File: src/rtl/das_defines.svh
// Purpose: Register map, field positions, reset values of the scan sequencer
// Assumes: 32-bit Avalon-MM slave, byte addresses, one word per register
// Notes:   Definitions only
`ifndef DAS_DEFINES_SVH
`define DAS_DEFINES_SVH

// ****************************************************************
// Register offsets
// ****************************************************************
`define DAS_OFF_CTRL     7'h00
`define DAS_OFF_STATUS   7'h04
`define DAS_OFF_MASK     7'h08
`define DAS_OFF_CHLIST   7'h0c
`define DAS_OFF_ZCCTRL   7'h10
`define DAS_RES_PAGE     2'h1
`define DAS_LIM_PAGE     2'h2

// ****************************************************************
// Fields
// ****************************************************************
`define DAS_CTRL_MODE_LSB 0
`define DAS_CTRL_SIMUL    2
`define DAS_CTRL_START    3
`define DAS_CTRL_STOP     4
`define DAS_CTRL_LAST_LSB 8
`define DAS_STAT_END      0
`define DAS_STAT_OOR      1
`define DAS_STAT_ZC       2
`define DAS_STAT_BUSY     8
`define DAS_LIM_HI_LSB    16

// ****************************************************************
// Reset values
// ****************************************************************
`define DAS_CTRL_RST     11'h700
`define DAS_CHLIST_RST   32'h76543210
`define DAS_ZC_RST       16'h0000
`define DAS_LIM_LO_RST   12'h000
`define DAS_LIM_HI_RST   12'hfff
`define DAS_ZC_MID       12'h800

`endif

File: src/rtl/das_pkg.sv
// Purpose: Types shared by the scan sequencer
// Assumes: Nothing
// Notes:   Constants live in das_defines.svh
package das_pkg;

	typedef enum logic [1:0] {DAS_MODE_ONCE, DAS_MODE_TRIG, DAS_MODE_LOOP, DAS_MODE_RSVD} das_mode_t;

	typedef enum logic [1:0] {DAS_ZC_OFF, DAS_ZC_RISE, DAS_ZC_FALL, DAS_ZC_ANY} das_zc_t;

	typedef enum logic [1:0] {DAS_S_IDLE, DAS_S_ISSUE, DAS_S_WAIT, DAS_S_END} das_state_t;

endpackage : das_pkg

File: src/rtl/das_cvt_if.sv
// Purpose: Request/answer path between the sequencer and one converter port
// Assumes: One clock
// Notes:   res stays stable after done until the next req
`timescale 1ns/1ps
interface das_cvt_if #(parameter int RES_W = 12);
	logic             req;
	logic [2:0]       ch;
	logic             done;
	logic [RES_W-1:0] res;

	modport seq (output req, output ch, input done, input res);
	modport cvt (input req, input ch, output done, output res);
endinterface : das_cvt_if

File: src/rtl/das_cvt.sv
// Purpose: Drives one sample-and-hold plus converter, captures its result
// Assumes: adc_done is a one-cycle pulse with adc_data valid in that cycle
// Notes:   Sample strobe and convert start are the same pulse
`timescale 1ns/1ps
module das_cvt #(parameter int RES_W = 12)
(
	input  wire logic             clk_sys,
	input  wire logic             rst_int_n,
	das_cvt_if.cvt                cv,
	output logic                  adc_start,
	output logic [2:0]            adc_ch,
	input  wire logic             adc_done,
	input  wire logic [RES_W-1:0] adc_data
);

	logic             busy_q;
	logic             start_q;
	logic [2:0]       ch_q;
	logic             done_q;
	logic [RES_W-1:0] res_q;

	assign adc_start = start_q;
	assign adc_ch    = ch_q;
	assign cv.done   = done_q;
	assign cv.res    = res_q;

	// ****************************************************************
	// Start and capture
	// ****************************************************************
	always_ff @(posedge clk_sys or negedge rst_int_n)
	begin
		if (!rst_int_n)
		begin
			busy_q  <= 1'b0;
			start_q <= 1'b0;
			ch_q    <= 3'h0;
			done_q  <= 1'b0;
			res_q   <= '0;
		end
		else
		begin
			start_q <= 1'b0;
			done_q  <= 1'b0;
			if (cv.req && !busy_q)
			begin
				ch_q    <= cv.ch;
				start_q <= 1'b1;
				busy_q  <= 1'b1;
			end
			else if (busy_q && adc_done)
			begin
				res_q  <= adc_data;
				done_q <= 1'b1;
				busy_q <= 1'b0;
			end
		end
	end

endmodule : das_cvt

File: src/rtl/das_top.sv
// Purpose: Scan sequencer for an eight-input mux feeding two S/H + 12-bit converters
// Assumes: All inputs synchronous to clk_sys (125 MHz); converters answer with done
// Notes:   Registers over Avalon-MM with waitrequest; read of STATUS clears it
//
// Overview of operation
// - Any of eight inputs is routed to one of two S/H stages, each with its own 12-bit converter, results readable.
// - Three scan modes: one scan then halt, one scan per trigger, and repeated scans until stopped.
// - A control bit selects sequential or simultaneous conversion.
// - Sequential scans take up to eight list slots in list order, storing each result at its slot.
// - In sequential scans the converter is chosen from the channel named (0-3 first, 4-7 second).
// - In simultaneous scans both S/H stages capture together, each on its own channel.
// - If enabled, an out-of-range result raises an interrupt at the end of the scan.
// - If enabled, a selectable zero-crossing condition on the results raises an interrupt.
`timescale 1ns/1ps
`include "das_defines.svh"
module das_top #(
	parameter int NCH   = 8,
	parameter int RES_W = 12
)
(
	input  wire logic             clk_sys,
	input  wire logic             rst_n,
	input  wire logic [6:0]       avs_address,
	input  wire logic             avs_read,
	input  wire logic             avs_write,
	input  wire logic [31:0]      avs_writedata,
	output logic [31:0]           avs_readdata,
	output logic                  avs_waitrequest,
	input  wire logic             trig,
	output logic                  irq,
	output logic                  adc_a_start,
	output logic [2:0]            adc_a_ch,
	input  wire logic             adc_a_done,
	input  wire logic [RES_W-1:0] adc_a_data,
	output logic                  adc_b_start,
	output logic [2:0]            adc_b_ch,
	input  wire logic             adc_b_done,
	input  wire logic [RES_W-1:0] adc_b_data
);

	// ****************************************************************
	// Functions
	// ****************************************************************
	function automatic logic [2:0] list_ch(input logic [31:0] list, input logic [2:0] idx);
		list_ch = list[{idx, 2'b00} +: 3];
	endfunction : list_ch

	function automatic logic out_of_range(input logic [RES_W-1:0] v, input logic [RES_W-1:0] lo,
		input logic [RES_W-1:0] hi);
		out_of_range = (v < lo) || (v > hi);
	endfunction : out_of_range

	function automatic logic zc_hit(input logic [1:0] mode, input logic seen, input logic was_pos,
		input logic now_pos);
		logic rise;
		logic fall;
		rise = seen && !was_pos && now_pos;
		fall = seen && was_pos && !now_pos;
		unique case (das_pkg::das_zc_t'(mode))
			das_pkg::DAS_ZC_OFF:  zc_hit = 1'b0;
			das_pkg::DAS_ZC_RISE: zc_hit = rise;
			das_pkg::DAS_ZC_FALL: zc_hit = fall;
			das_pkg::DAS_ZC_ANY:  zc_hit = rise || fall;
		endcase
	endfunction : zc_hit

	// ****************************************************************
	// Reset release
	// ****************************************************************
	logic [1:0] rst_sync_q;
	logic       rst_int_n;

	always_ff @(posedge clk_sys or negedge rst_n)
	begin
		if (!rst_n)
			rst_sync_q <= 2'b00;
		else
			rst_sync_q <= {rst_sync_q[0], 1'b1};
	end
	assign rst_int_n = rst_sync_q[1];

	// ****************************************************************
	// Declarations
	// ****************************************************************
	das_pkg::das_state_t state_q;
	das_pkg::das_mode_t  mode_q;
	logic                simul_q;
	logic [2:0]          last_q;
	logic [31:0]         chlist_q;
	logic [15:0]         zcsel_q;
	logic [2:0]          mask_q;
	logic [2:0]          status_q;
	logic [RES_W-1:0]    lim_lo_q [NCH];
	logic [RES_W-1:0]    lim_hi_q [NCH];
	logic [RES_W-1:0]    result_q [NCH];
	logic [NCH-1:0]      pos_q;
	logic [NCH-1:0]      seen_q;
	logic                start_pend_q;
	logic                stop_pend_q;
	logic                trig_q;
	logic                trig_prev_q;
	logic [2:0]          slot_q;
	logic [1:0]          need_q;
	logic [1:0]          got_q;
	logic                oor_q;
	logic                zc_q;
	logic [1:0]          req_q;
	logic [2:0]          ch_a_q;
	logic [2:0]          ch_b_q;
	logic                wait_q;
	logic [31:0]         rdata_q;
	logic                irq_q;
	logic [31:0]         rdata_d;
	logic                acc;
	logic                wr_acc;
	logic                rd_status;
	logic                trig_evt;
	logic                go;
	logic [1:0]          got_d;
	logic                all_done;
	logic [3:0]          next_slot;
	logic                lane_vld [2];
	logic [2:0]          lane_idx [2];
	logic [RES_W-1:0]    lane_res [2];

	das_cvt_if #(.RES_W(RES_W)) cvt_a ();
	das_cvt_if #(.RES_W(RES_W)) cvt_b ();

	assign cvt_a.req = req_q[0];
	assign cvt_a.ch  = ch_a_q;
	assign cvt_b.req = req_q[1];
	assign cvt_b.ch  = ch_b_q;

	das_cvt #(.RES_W(RES_W)) u_cvt_a (
		.clk_sys   (clk_sys),
		.rst_int_n (rst_int_n),
		.cv        (cvt_a.cvt),
		.adc_start (adc_a_start),
		.adc_ch    (adc_a_ch),
		.adc_done  (adc_a_done),
		.adc_data  (adc_a_data)
	);

	das_cvt #(.RES_W(RES_W)) u_cvt_b (
		.clk_sys   (clk_sys),
		.rst_int_n (rst_int_n),
		.cv        (cvt_b.cvt),
		.adc_start (adc_b_start),
		.adc_ch    (adc_b_ch),
		.adc_done  (adc_b_done),
		.adc_data  (adc_b_data)
	);

	// ****************************************************************
	// Avalon slave: one wait cycle, access takes effect when waitrequest is low
	// ****************************************************************
	assign acc       = (avs_read || avs_write) && !wait_q;
	assign wr_acc    = acc && avs_write;
	assign rd_status = acc && avs_read && (avs_address == `DAS_OFF_STATUS);

	assign avs_waitrequest = wait_q;
	assign avs_readdata    = rdata_q;
	assign irq             = irq_q;

	always_comb
	begin
		rdata_d = 32'h0;
		if (avs_address[6:5] == `DAS_RES_PAGE)
			rdata_d[RES_W-1:0] = result_q[avs_address[4:2]];
		else if (avs_address[6:5] == `DAS_LIM_PAGE)
		begin
			rdata_d[RES_W-1:0] = lim_lo_q[avs_address[4:2]];
			rdata_d[`DAS_LIM_HI_LSB +: RES_W] = lim_hi_q[avs_address[4:2]];
		end
		else
		begin
			unique case (avs_address)
				`DAS_OFF_CTRL:
				begin
					rdata_d[`DAS_CTRL_MODE_LSB +: 2] = mode_q;
					rdata_d[`DAS_CTRL_SIMUL]         = simul_q;
					rdata_d[`DAS_CTRL_LAST_LSB +: 3] = last_q;
				end
				`DAS_OFF_STATUS:
				begin
					rdata_d[2:0]            = status_q;
					rdata_d[`DAS_STAT_BUSY] = (state_q != das_pkg::DAS_S_IDLE);
				end
				`DAS_OFF_MASK:   rdata_d[2:0]  = mask_q;
				`DAS_OFF_CHLIST: rdata_d       = chlist_q;
				`DAS_OFF_ZCCTRL: rdata_d[15:0] = zcsel_q;
				default:         rdata_d       = 32'h0;
			endcase
		end
	end

	always_ff @(posedge clk_sys or negedge rst_int_n)
	begin
		if (!rst_int_n)
		begin
			wait_q  <= 1'b1;
			rdata_q <= 32'h0;
		end
		else
		begin
			// Data is loaded on the edge that drops waitrequest, so it stands while it is low
			wait_q <= !((avs_read || avs_write) && wait_q);
			if ((avs_read || avs_write) && wait_q)
				rdata_q <= rdata_d;
		end
	end

	// ****************************************************************
	// Configuration registers
	// ****************************************************************
	always_ff @(posedge clk_sys or negedge rst_int_n)
	begin
		if (!rst_int_n)
		begin
			mode_q   <= das_pkg::das_mode_t'(2'(`DAS_CTRL_RST >> `DAS_CTRL_MODE_LSB));
			simul_q  <= 1'(`DAS_CTRL_RST >> `DAS_CTRL_SIMUL);
			last_q   <= 3'(`DAS_CTRL_RST >> `DAS_CTRL_LAST_LSB);
			chlist_q <= `DAS_CHLIST_RST;
			zcsel_q  <= `DAS_ZC_RST;
			mask_q   <= 3'h0;
			for (int i = 0; i < NCH; i++)
			begin
				lim_lo_q[i] <= `DAS_LIM_LO_RST;
				lim_hi_q[i] <= `DAS_LIM_HI_RST;
			end
		end
		else if (wr_acc)
		begin
			if (avs_address[6:5] == `DAS_LIM_PAGE)
			begin
				lim_lo_q[avs_address[4:2]] <= avs_writedata[RES_W-1:0];
				lim_hi_q[avs_address[4:2]] <= avs_writedata[`DAS_LIM_HI_LSB +: RES_W];
			end
			else if (avs_address == `DAS_OFF_CTRL)
			begin
				mode_q  <= das_pkg::das_mode_t'(avs_writedata[`DAS_CTRL_MODE_LSB +: 2]);
				simul_q <= avs_writedata[`DAS_CTRL_SIMUL];
				last_q  <= avs_writedata[`DAS_CTRL_LAST_LSB +: 3];
			end
			else if (avs_address == `DAS_OFF_CHLIST)
				chlist_q <= avs_writedata;
			else if (avs_address == `DAS_OFF_ZCCTRL)
				zcsel_q <= avs_writedata[15:0];
			else if (avs_address == `DAS_OFF_MASK)
				mask_q <= avs_writedata[2:0];
		end
	end

	// ****************************************************************
	// Start, stop and trigger
	// ****************************************************************
	assign trig_evt = trig_q && !trig_prev_q;
	assign go = (state_q == das_pkg::DAS_S_IDLE) &&
		((mode_q == das_pkg::DAS_MODE_TRIG) ? trig_evt : start_pend_q);

	always_ff @(posedge clk_sys or negedge rst_int_n)
	begin
		if (!rst_int_n)
		begin
			trig_q       <= 1'b0;
			trig_prev_q  <= 1'b0;
			start_pend_q <= 1'b0;
			stop_pend_q  <= 1'b0;
		end
		else
		begin
			trig_q      <= trig;
			trig_prev_q <= trig_q;
			// Start is a one-shot; in triggered mode it is dropped since only the trigger runs a scan
			if (wr_acc && avs_address == `DAS_OFF_CTRL && avs_writedata[`DAS_CTRL_START])
				start_pend_q <= 1'b1;
			else if (go || mode_q == das_pkg::DAS_MODE_TRIG)
				start_pend_q <= 1'b0;
			if (wr_acc && avs_address == `DAS_OFF_CTRL && avs_writedata[`DAS_CTRL_STOP])
				stop_pend_q <= 1'b1;
			else if (state_q == das_pkg::DAS_S_IDLE)
				stop_pend_q <= 1'b0;
		end
	end

	// ****************************************************************
	// Lane decode for the result write
	// ****************************************************************
	assign got_d     = got_q | {cvt_b.done, cvt_a.done};
	assign all_done  = (got_d & need_q) == need_q;
	assign next_slot = {1'b0, slot_q} + (simul_q ? 4'h2 : 4'h1);

	always_comb
	begin
		lane_vld[0] = (state_q == das_pkg::DAS_S_WAIT) && all_done;
		lane_idx[0] = slot_q;
		lane_res[0] = (!simul_q && need_q[1]) ? cvt_b.res : cvt_a.res;
		lane_vld[1] = lane_vld[0] && simul_q && (slot_q < last_q);
		lane_idx[1] = slot_q + 3'h1;
		lane_res[1] = cvt_b.res;
	end

	// ****************************************************************
	// Scan state machine
	// ****************************************************************
	always_ff @(posedge clk_sys or negedge rst_int_n)
	begin
		if (!rst_int_n)
		begin
			state_q <= das_pkg::DAS_S_IDLE;
			slot_q  <= 3'h0;
			need_q  <= 2'b00;
			got_q   <= 2'b00;
			req_q   <= 2'b00;
			ch_a_q  <= 3'h0;
			ch_b_q  <= 3'h0;
		end
		else
		begin
			req_q <= 2'b00;
			unique case (state_q)
				das_pkg::DAS_S_IDLE:
				begin
					if (go)
					begin
						slot_q  <= 3'h0;
						state_q <= das_pkg::DAS_S_ISSUE;
					end
				end
				das_pkg::DAS_S_ISSUE:
				begin
					got_q <= 2'b00;
					if (simul_q)
					begin
						// Both stages capture in the same cycle; distinct channels are software's job
						ch_a_q <= list_ch(chlist_q, slot_q);
						ch_b_q <= list_ch(chlist_q, slot_q + 3'h1);
						req_q  <= 2'b11;
						need_q <= 2'b11;
					end
					else if (list_ch(chlist_q, slot_q) >= 3'h4)
					begin
						ch_b_q <= list_ch(chlist_q, slot_q);
						req_q  <= 2'b10;
						need_q <= 2'b10;
					end
					else
					begin
						ch_a_q <= list_ch(chlist_q, slot_q);
						req_q  <= 2'b01;
						need_q <= 2'b01;
					end
					state_q <= das_pkg::DAS_S_WAIT;
				end
				das_pkg::DAS_S_WAIT:
				begin
					got_q <= got_d;
					if (all_done)
					begin
						slot_q  <= next_slot[2:0];
						state_q <= (next_slot > {1'b0, last_q}) ? das_pkg::DAS_S_END
							: das_pkg::DAS_S_ISSUE;
					end
				end
				das_pkg::DAS_S_END:
				begin
					slot_q <= 3'h0;
					if (mode_q == das_pkg::DAS_MODE_LOOP && !stop_pend_q)
						state_q <= das_pkg::DAS_S_ISSUE;
					else
						state_q <= das_pkg::DAS_S_IDLE;
				end
			endcase
		end
	end

	// ****************************************************************
	// Results, limit and zero-crossing checks
	// ****************************************************************
	always_ff @(posedge clk_sys or negedge rst_int_n)
	begin
		if (!rst_int_n)
		begin
			oor_q  <= 1'b0;
			zc_q   <= 1'b0;
			pos_q  <= '0;
			seen_q <= '0;
			for (int i = 0; i < NCH; i++)
				result_q[i] <= '0;
		end
		else
		begin
			if (go || state_q == das_pkg::DAS_S_END)
			begin
				oor_q <= 1'b0;
				zc_q  <= 1'b0;
			end
			for (int l = 0; l < 2; l++)
			begin
				if (lane_vld[l])
				begin
					result_q[lane_idx[l]] <= lane_res[l];
					pos_q[lane_idx[l]]    <= lane_res[l] >= `DAS_ZC_MID;
					seen_q[lane_idx[l]]   <= 1'b1;
					if (out_of_range(lane_res[l], lim_lo_q[lane_idx[l]], lim_hi_q[lane_idx[l]]))
						oor_q <= 1'b1;
					if (zc_hit(zcsel_q[{lane_idx[l], 1'b0} +: 2], seen_q[lane_idx[l]],
						pos_q[lane_idx[l]], lane_res[l] >= `DAS_ZC_MID))
						zc_q <= 1'b1;
				end
			end
		end
	end

	// ****************************************************************
	// Status and interrupt
	// ****************************************************************
	always_ff @(posedge clk_sys or negedge rst_int_n)
	begin
		if (!rst_int_n)
		begin
			status_q <= 3'h0;
			irq_q    <= 1'b0;
		end
		else
		begin
			// A scan end in the same cycle as the clearing read survives
			for (int b = 0; b < 3; b++)
				if (state_q == das_pkg::DAS_S_END &&
					(b == `DAS_STAT_END || (b == `DAS_STAT_OOR && oor_q) || (b == `DAS_STAT_ZC && zc_q)))
					status_q[b] <= 1'b1;
				// Only bits already returned by the read are cleared, so a set after capture is kept
				else if (rd_status && rdata_q[b])
					status_q[b] <= 1'b0;
			irq_q <= |(status_q & mask_q);
		end
	end

endmodule : das_top

File: config.mk
export PLATFORM = sky130hd
export DESIGN_NAME = das_top
export DESIGN_NICKNAME = d
export VERILOG_FILES = /design/src/rtl/das_pkg.sv /design/src/rtl/das_cvt_if.sv /design/src/rtl/das_cvt.sv /design/src/rtl/das_top.sv
export VERILOG_INCLUDE_DIRS = /design/src /design/src/rtl
export SDC_FILE = /design/constraint.sdc
export NUM_CORES = 1
export LEC_CHECK = 0
export BUFFER_PORTS_ARGS = -buffer_cell sky130_fd_sc_hd__buf_2
export CORE_MARGIN = 8
export CORE_UTILIZATION = 40
export CTS_CLUSTER_DIAMETER = 60
export DETAILED_ROUTE_END_ITERATION = 7
export PLACE_DENSITY_LB_ADDON = 0.3
export SETUP_SLACK_MARGIN = 0.05
export SLEW_MARGIN = 20
export SYNTH_ARGS = -nofsm -noshare
export SYNTH_HDL_FRONTEND = slang
export SYNTH_HIERARCHICAL = 1
export SYNTH_SLANG_ARGS = --single-unit
File: constraint.sdc
create_clock -name clk_sys -period 16.6 [get_ports clk_sys]
set_input_delay 0 -clock clk_sys [delete_from_list [all_inputs] [get_ports clk_sys]]
set_output_delay 0 -clock clk_sys [all_outputs]
set_load 0.02 [all_outputs]
Word-level counts from Yosys, hierarchy flattened. Index checks and enable logic that the tools add are counted.

Flip-flop bits (word level): 459. Logic and storage cells: 320.

Bitwise gates (word level): 14. Reductions and logical operators: 82. Add/sub/neg operators: 2. Equal/unequal tests: 21. Shift-type cells: 4. Muxes and demuxes: 116. Order comparisons: 19.

Operators by type and width (number): 96-bit bitwise mux (4); 12-bit binary-select mux with 3-bit select (7); 12-bit 2-to-1 mux (21); 96-bit 2-to-1 mux (2); 12-bit demux with 3-bit select (3); 32-bit by 6-bit variable part select with 3-bit output (2); 1-bit 2-to-1 mux (40); 1-bit logical AND (37); 8-bit 2-to-1 mux (4); 16-bit by 5-bit variable part select with 2-bit output (2); 12-bit greater-or-equal comparator (second input constant) (2); 12-bit greater-than comparator (2); 12-bit less-than comparator (2); 20-bit 2-to-1 mux (1); 5-bit case mux with 2 select lines (2); 2-bit nonzero test (10); 3-bit 2-to-1 mux (6); 8-bit bitwise mux (2); 2-bit equality test (second input constant) (8); 16-bit 2-to-1 mux (1); 8-bit OR (2); 3-bit case mux with 5 select lines (1); 7-bit by 4-bit equality test with 1-bit output (second input constant) (2); 2-bit 2-to-1 mux (7); 38 further kinds (88).

Logic depth before layout (Yosys ltp). Gate-level depths: netlist (run 1).

Word-level depth: 13. Depth in mapped cells: 16.

By module. Netlist (run 1), hierarchy kept.

Modules (own cells, without submodules): das_top (cells an instance 2255, seq. area each 10725.3 um2, area an instance 24278.3 um2, instances 1); das_cvt (cells an instance 38, seq. area each 450.4 um2, area an instance 684.4 um2, instances 2).

Worst setup path after synthesis (run 1). No wires, ideal clock.

Path type: register to register. From: register slot_q[0]. To: register oor_q. Cell stages (with the launch flop): 16. Buffers on the path: 3. Setup slack: 13.159 ns. Arrival: 3.312 ns. Period minus slack after synthesis: 3.441 ns. Required time: 16.471 ns. Cells stage by stage: dfrtp_1 > ha_1 > buf_2 > clkbuf_1 > nand2_1 > nor2_1 > buf_2 > a22oi_1 > and3_1 > ha_1 > nand4_1 > nor3_1 > o211ai_1 > a21oi_1 > nor3_1 > a2111o_1.

Cells in the longest elaborated chain, start to end: 10. Elaborated cells between the ends (all ways): 27. Those cells by class: add/sub (1); order compare (5); mux (16); bitwise (2); reduce/logical (3).

RTL lines: start, declared (line das_top.sv:102) `logic [2:0] slot_q;`; start signal, assigned (line das_top.sv:360) `slot_q <= next_slot[2:0];`; parallel branches: the longest is 9 deep, another holds 12-bit less-than comparator; 1-bit 2-to-1 mux * (line das_top.sv:400) `if (lane_vld[l])`; end signal, assigned (line das_top.sv:384) `oor_q <= 1'b0;`; end signal, assigned (line das_top.sv:395) `oor_q <= 1'b0;`; end signal, assigned (line das_top.sv:406) `oor_q <= 1'b1;`; end, declared (line das_top.sv:105) `logic oor_q;`.

Mark *: on every way between the ends. The select of a mux whose other input is x is not followed. A chain may end at the register's enable or synchronous reset.

Worst setup path after layout (run 1).
From: register slot_q[1]. To: register oor_q.

Same word-level chain as after synthesis.

==> impl_metrics.toml, run 1 <==
[timing]
finalCriticalPeriod_ns = 4.62
maxSlewViolCount = 0
setup_viol = 0
worst_slew_pin_slew_ns = 1.17
tns_ns = 0
finalCritPeriodShare = 0.279
skew_ns = 0.0408
slew_headroom = 0.217
fmax_mhz = 216
rsz0062_at_grt = "false"
finalHoldViolCount = 0
finalWorstSetupSlack_ns = 11.98

[setup_path]
crit_fanout = 35
r2r_start = "slot_q[1]"
worstSetupEndpointType = "flop"
regToRegSetupSlack_ns = 11.98
crit_type = "flop to flop"
regToRegEndpoint = "oor_q"
crit_required_ns = 17.09
setup.worst_path.start_class = "flop"
arrival_ns = 5.11
r2r_cells = 15

[hold_path]
worstHoldPathCells = 5
hp-class = "input pin to flop"
min_from = "avs_address[4]"
whs_endpoint = "avs_readdata[4]"

[drt]
initialDrtViolationCount = 2151
wl_per_cell_microns = 26.9
first_pass_iters = 8
drc = 0
finalWirelength_microns = 89900
routed_via_density = 6.19
ant_nets = 0
vias = 20700

[placement]
io_buffers = 111
place_inst = 3170
gp_congestion = 0.956
dp_hpwl_microns = 61500
pre_cts_ws_ns = 12.13

[flow_run]
max-cap-violations = 0

[logic_synthesis]
synth-async-reset-ratio = 1.00
netlist_top_cells_area = "dfrtp_1, dfstp_2, mux2_2"
synth_area_leader_cell = "dfrtp_1"
syn_nets = 2460
synth-main-ff-cell = "dfrtp_1"
netlist_top_cells_count = "dfrtp_1, nand2_1, mux2_2, a21oi_1, nor2_1"
synth_edf_count = 0
syn_inst = 2331
yosysWarnings = 6
synth_seq_area_share = 0.453
synthMostInstantiatedCell = "dfrtp_1"
ys_types = 73
synth_area_sq_um = 25600
ys_seq_elements = 459
avgSynthCellArea_sq_um = 11.0
yosysTopAreaCellShare = 0.339

[pwr]
p_leak_nw = 12.5
ir_drop_uv = 95.0
switchingPower_w = 0.00154
p_per_area_nw_per_um2 = 139
power_frac_seq = 0.386
intPower_w = 0.00253
pwr-share-comb = 0.325
p_sw_frac = 0.378
clkPwrFrac = 0.289

[die]
row_count = 93
die_y_microns = 269
start_util = 0.401
core_sq_um = 63900
die_area_sq_um = 72500
die_w_microns = 269
io_pins = 112

[global_route]
grt_usage = 0.242
antenna_found_initial = 6
first_global_vias = 21200
grt_max_degree = 79
grt-ovfl-total = 0
grt_pass1_wl_microns = 136000

[clock_tree]
clkTransAtPathRegs_ns = 0.06
clock_latency_ns = 0.61
cts_tree = "built"
numCtsBuffers = 52
htree_num_levels = 2
clock_tree.root_cell = "clkbuf_16"
ctsLongestPathBuffers = 3
clkSinkCount = 459
postCtsSetupRepairBufs = 0

[final_layout]
drive_above_1_share = 0.286
multi_input_area_sq_um = 13100
finalNonFillerCells = 3335
syn_to_final_growth_pct = 14.3
fillers = 5851
ff_latch_area_sq_um = 11600
final_nets = 2562

[status]
status = "complete, no violations"
-- critical path, cell delays in order (launching register included) --
cell      delay [ns]
dfrtp_2         0.71
buf_4           0.38
ha_1            0.28
buf_4           0.26
nand2b_1        0.27
nor2_2          0.44
buf_4           0.39
a221oi_1        0.14
and3_1          0.21
ha_1            0.33
nand4_1         0.09
nor3_1          0.27
o211ai_1        0.15
a21oi_1         0.16
nor3_1          0.07
a2111o_1        0.33
-- registers in the layout, indices dropped and copies added, names as in the netlist, 3 cells and up --
register,cells
ch_a_q,3
u_cvt_b/adc_ch,3
ch_b_q,3
lim_lo_q,96
u_cvt_a/adc_ch,3
u_cvt_a/cv.res,12
result_q,96
mask_q,3
status_q,3
seen_q,8
zcsel_q,16
chlist_q,32
lim_hi_q,96
slot_q,3
pos_q,8
avs_readdata,32
last_q,3
u_cvt_b/cv.res,12
-- metrics by stage --
stage	total power, W	hold slack [ns]	util	cell area (sq um)
detailed placement	0.00286	-0.211	0.421	26900
floorplan	0.00236	-0.296	-	25600
finish	0.00407	0.00950	0.459	29300
global placement	0.00283	-0.206	0.421	26900
CTS	0.00406	0.00589	0.458	29300
global route	0.00425	0.0387	0.459	29300
-- routing by layer --
layer  part of all wire  track usage  up-vias
met5            0.00029            0        -
met4              0.050        0.114        4
met3              0.093       0.0538      273
met2               0.46        0.382     1111
met1               0.40        0.313    10400
li1                   -            -     8853
-- logic make-up after synthesis --
| group | after synthesis | synth area share |
|---|---|---|
| muxes | 419 | 0.222 |
| AOI/OAI and AO/OA | 593 | 0.148 |
| adders and majority gates | 59 | 0.0291 |
| DFF | 459 | 0.453 |
| xor gates and xnor gates | 2 | 0.00127 |
| buffers and inverters | 215 | 0.0392 |
| and+or+nand+nor | 583 | 0.106 |
| other | 1 | 0.000146 |
-- cell type report --
| type | instances | area share |
|---|---|---|
| flip-flops and latches | 459 | 0.397 |
| diodes | 4 | 0.000341 |
| repair buffers | 231 | 0.0559 |
| clock inverters | 18 | 0.00610 |
| multi-input cells | 1657 | 0.447 |
| inverters | 32 | 0.00410 |
| clock buffers | 79 | 0.0534 |
| well taps | 855 | 0.0365 |
-- how the worst max path moves through the flow --
stage,from,to,slack [ns],depth (start not counted)
finish,slot_q[1],oor_q,11.98,15
global route,slot_q[1],oor_q,11.83,16
CTS,slot_q[1],oor_q,12.14,15
detailed placement,slot_q[1],oor_q,12.13,16
global placement,slot_q[1],oor_q,12.23,16
floorplan,rst_sync_q[1],avs_readdata[0],3.06,0
-- power by group through the flow --
stage | Clock, W | Combinational [W] | Sequential (W)
2_1_floorplan | 0 | 0.000892 | 0.00147
3_3_place_gp | 0 | 0.00125 | 0.00158
3_5_place_dp | 0 | 0.00128 | 0.00159
4_1_cts | 0.00119 | 0.00130 | 0.00157
5_1_grt | 0.00123 | 0.00143 | 0.00159
6_report | 0.00118 | 0.00132 | 0.00157
-- cells in the final DEF, fill, tap and decap left out, drive strengths merged, types with 12 or more instances in the layout --
master / instances
a211oi: 15
a21oi: 162
a221oi: 32
a222oi: 21
a22o: 20
a22oi: 117
and3: 18
and4: 17
buf: 168
clkbuf: 79
clkinv: 13
dfrtp: 347
dfstp: 112
dlygate4sd3: 63
ha: 58
inv: 34
mux2: 288
mux2i: 47
mux4: 84
nand2: 266
nand3: 27
nand4: 12
nor2: 158
nor2b: 15
nor3: 28
o21ai: 157
-- repair_timing --
action,CTS,global route
hold buffers,63,0
hold endpoints to repair,284,0
resized for setup,0,0
Note: power is estimated with default switching activity, not from simulation.
==> run 2: changes to the inputs <==
- ABC_AREA: not set -> 1
- clock period: 16.6 -> 4.48 ns (I/O delays scaled with it)
==> impl_metrics.toml, run 2 <==
[status]
status = "complete, no violations"

[drt]
vias = 25000
first_pass_iters = 6
wl_per_cell_microns = 24.4
ant_nets = 0
finalWirelength_microns = 103000
routed_via_density = 5.91
initialDrtViolationCount = 3518
drc = 0

[logic_synthesis]
synth-main-ff-cell = "dfrtp_1"
synth_compound_area_frac = 0.241
yosysTopAreaCellShare = 0.349
syn_inst = 3169
synth_edf_count = 0
synth_area_sq_um = 24900
ys_types = 49
synthMostInstantiatedCell = "nand2_1"
synth-xor-area-share = 0.000352
synth-async-reset-ratio = 1.00
synth.area.mux_share = 0.000905
netlist_top_cells_count = "nand2_1, o21ai_0, inv_1, dfrtp_1, o22ai_1"
synth_seq_area_share = 0.467
synthAdderAreaFrac = 0.0300
syn_nets = 3298
synth_area_leader_cell = "dfrtp_1"
netlist_top_cells_area = "dfrtp_1, nand2_1, dfstp_2"
avgSynthCellArea_sq_um = 7.85
ys_seq_elements = 459
synthSimpleGateAreaFrac = 0.170
synth_top_family_by_area = "compound AO/OA/AOI/OAI gates"
yosysWarnings = 6

[timing]
hold_ws_ns = 0.0262
skew_ns = 0.0223
finalCriticalPeriod_ns = 3.87
slew_headroom = 0.166
worst_slew_pin_slew_ns = 1.24
finalCritPeriodShare = 0.863
tns_ns = 0
finalWorstSetupSlack_ns = 0.612
maxSlewViolCount = 0
rsz0062_at_grt = "false"
finalHoldViolCount = 0
setup_viol = 0
fmax_mhz = 259

[hold_path]
hp-class = "input pin to flop"

[setup_path]
cp_num_cells = 15
crit_type = "flop to flop"
crit_end = "oor_q"
arrival_ns = 4.35
regToRegEndpoint = "oor_q"
r2r_start = "slot_q[0]"
crit_slowest_cell = "o41ai_1"
r2r_cells = 15
crit_required_ns = 4.96
critPathTopFamily = "simple AND/OR/NAND/NOR gates"
regToRegSetupSlack_ns = 0.61
setup.worst_path.start_class = "flop"
worstSetupEndpointType = "flop"
crit_fanout = 11
worstPathCellList = "ha_1 -> inv_1 -> nand3_1 -> inv_1 -> a221oi_1 -> nand2_1 -> inv_1 -> ha_1 -> nand2_1 -> inv_1 -> nand3_1 -> o41ai_1 -> nand2_1 -> nand2_1 -> nand3_1"
crit_start = "slot_q[0]"
max_stage_delay_ns = 0.54
worst-path-buf-inv = 4

[pwr]
p_leak_nw = 13.3
power_frac_seq = 0.364
clkPwrFrac = 0.300
ir_drop_uv = 313
intPower_w = 0.00948
pwr-share-comb = 0.335
switchingPower_w = 0.00613
total_power_w = 0.0156
p_per_area_nw_per_um2 = 528
p_sw_frac = 0.393

[clock_tree]
cts_tree = "built"
clock_tree.root_cell = "clkbuf_16"
clkTransAtPathRegs_ns = 0.06
postCtsSetupRepairBufs = 0
clock_latency_ns = 0.62
htree_num_levels = 2
ctsLongestPathBuffers = 3
numCtsBuffers = 53
clkSinkCount = 459

[die]
row_count = 91
die_area_sq_um = 70500
core_sq_um = 61600
start_util = 0.404
io_pins = 112
die_w_microns = 265
die_y_microns = 265

[final_layout]
fillers = 6028
final_nets = 3478
top_regs = "lim_hi_q: 96 flops, lim_lo_q: 96 flops, result_q: 96 flops"
syn_to_final_growth_pct = 18.7
layout_common_cells = "nand2_1, o21ai_0, inv_1, dfrtp_1, o22ai_1"
drive_above_1_share = 0.127
finalNonFillerCells = 4233
final_common_cell = "nand2_1"

[flow_run]
max-cap-violations = 0

[placement]
place_inst = 4020
gp_congestion = 0.995
pre_cts_ws_ns = 0.787
io_buffers = 111
dp_hpwl_microns = 70500

[global_route]
grt_usage = 0.286
grt_max_degree = 110
first_global_vias = 23900
grt-ovfl-total = 0
grt_pass1_wl_microns = 154000
antenna_found_initial = 4
[run 2: changes by cell type after synthesis, sizes merged, moves of 56 or more]
cell	change
buf	-56
clkbuf	+56
mux2	-286
a221oi	+63
a21oi	-71
nand2	+576
inv	+369
mux4	-84
nor2	-71
o22ai	+148
o21ai	+341
a22oi	-83
nand3	+81
[run 2: cell type report]
type / instances / area, sq um / area share
clock inverters: 32 / 417 / 0.0141
clock buffers: 68 / 1470 / 0.0496
inverters: 407 / 1530 / 0.0517
well taps: 837 / 1050 / 0.0354
diodes: 2 / 5.00 / 0.000169
multi-input cells: 2120 / 11000 / 0.374
repair buffers: 308 / 2410 / 0.0817
flip-flops and latches: 459 / 11600 / 0.394
[run 2: routing by layer]
layer | GRT usage | routed length (microns) | share of wire | vias up
met2 | 0.419 | 43200 | 0.42 | 1557
met4 | 0.154 | 6580 | 0.064 | 4
li1 | - | - | - | 11200
met3 | 0.0791 | 12600 | 0.12 | 401
met1 | 0.380 | 41100 | 0.40 | 11900
met5 | 0 | 24 | 0.00023 | -
[run 2: how the worst min path moves through the flow]
| stage | depth (start not counted) | end | from |
|---|---|---|---|
| after floorplan | 0 | rst_sync_q[0] | rst_n |
| after global placement | 1 | rst_sync_q[0] | rst_n |
| after detailed placement | 1 | rst_sync_q[0] | rst_n |
| after CTS | 2 | trig_q | trig |
| after global routing | 2 | trig_q | trig |
| final | 2 | trig_q | trig |
[run 2: stage by stage]
stage                     utilization  instance area, sq um
after floorplan                     -                 24900
after global placement          0.431                 26500
after detailed placement        0.431                 26500
after CTS                       0.479                 29500
after global routing            0.480                 29500
final                           0.480                 29500
[run 2: cell families (layout without fill, tap and decap cells)]
kind of cell,after synthesis,in the layout
and+or+nand+nor,1067,1067
DFF,459,459
AOI/OAI and AO/OA,990,990
muxes,2,2
buffers and inverters,590,815
xor gates and xnor gates,1,1
adders and majority gates,59,59
other,1,3
[run 2: power by group through the flow]
stage | sequential (W) | combinational [W] | clock (W)
global placement | 0.00572 | 0.00480 | 0
CTS | 0.00565 | 0.00507 | 0.00475
global route | 0.00574 | 0.00574 | 0.00490
floorplan | 0.00552 | 0.00311 | 0
detailed placement | 0.00572 | 0.00483 | 0
finish | 0.00569 | 0.00523 | 0.00469
[run 2: repair_timing]
item,in CTS,in global routing
gates resized for setup,0,0
endpoints found under the hold margin,266,0
hold buffers,111,0
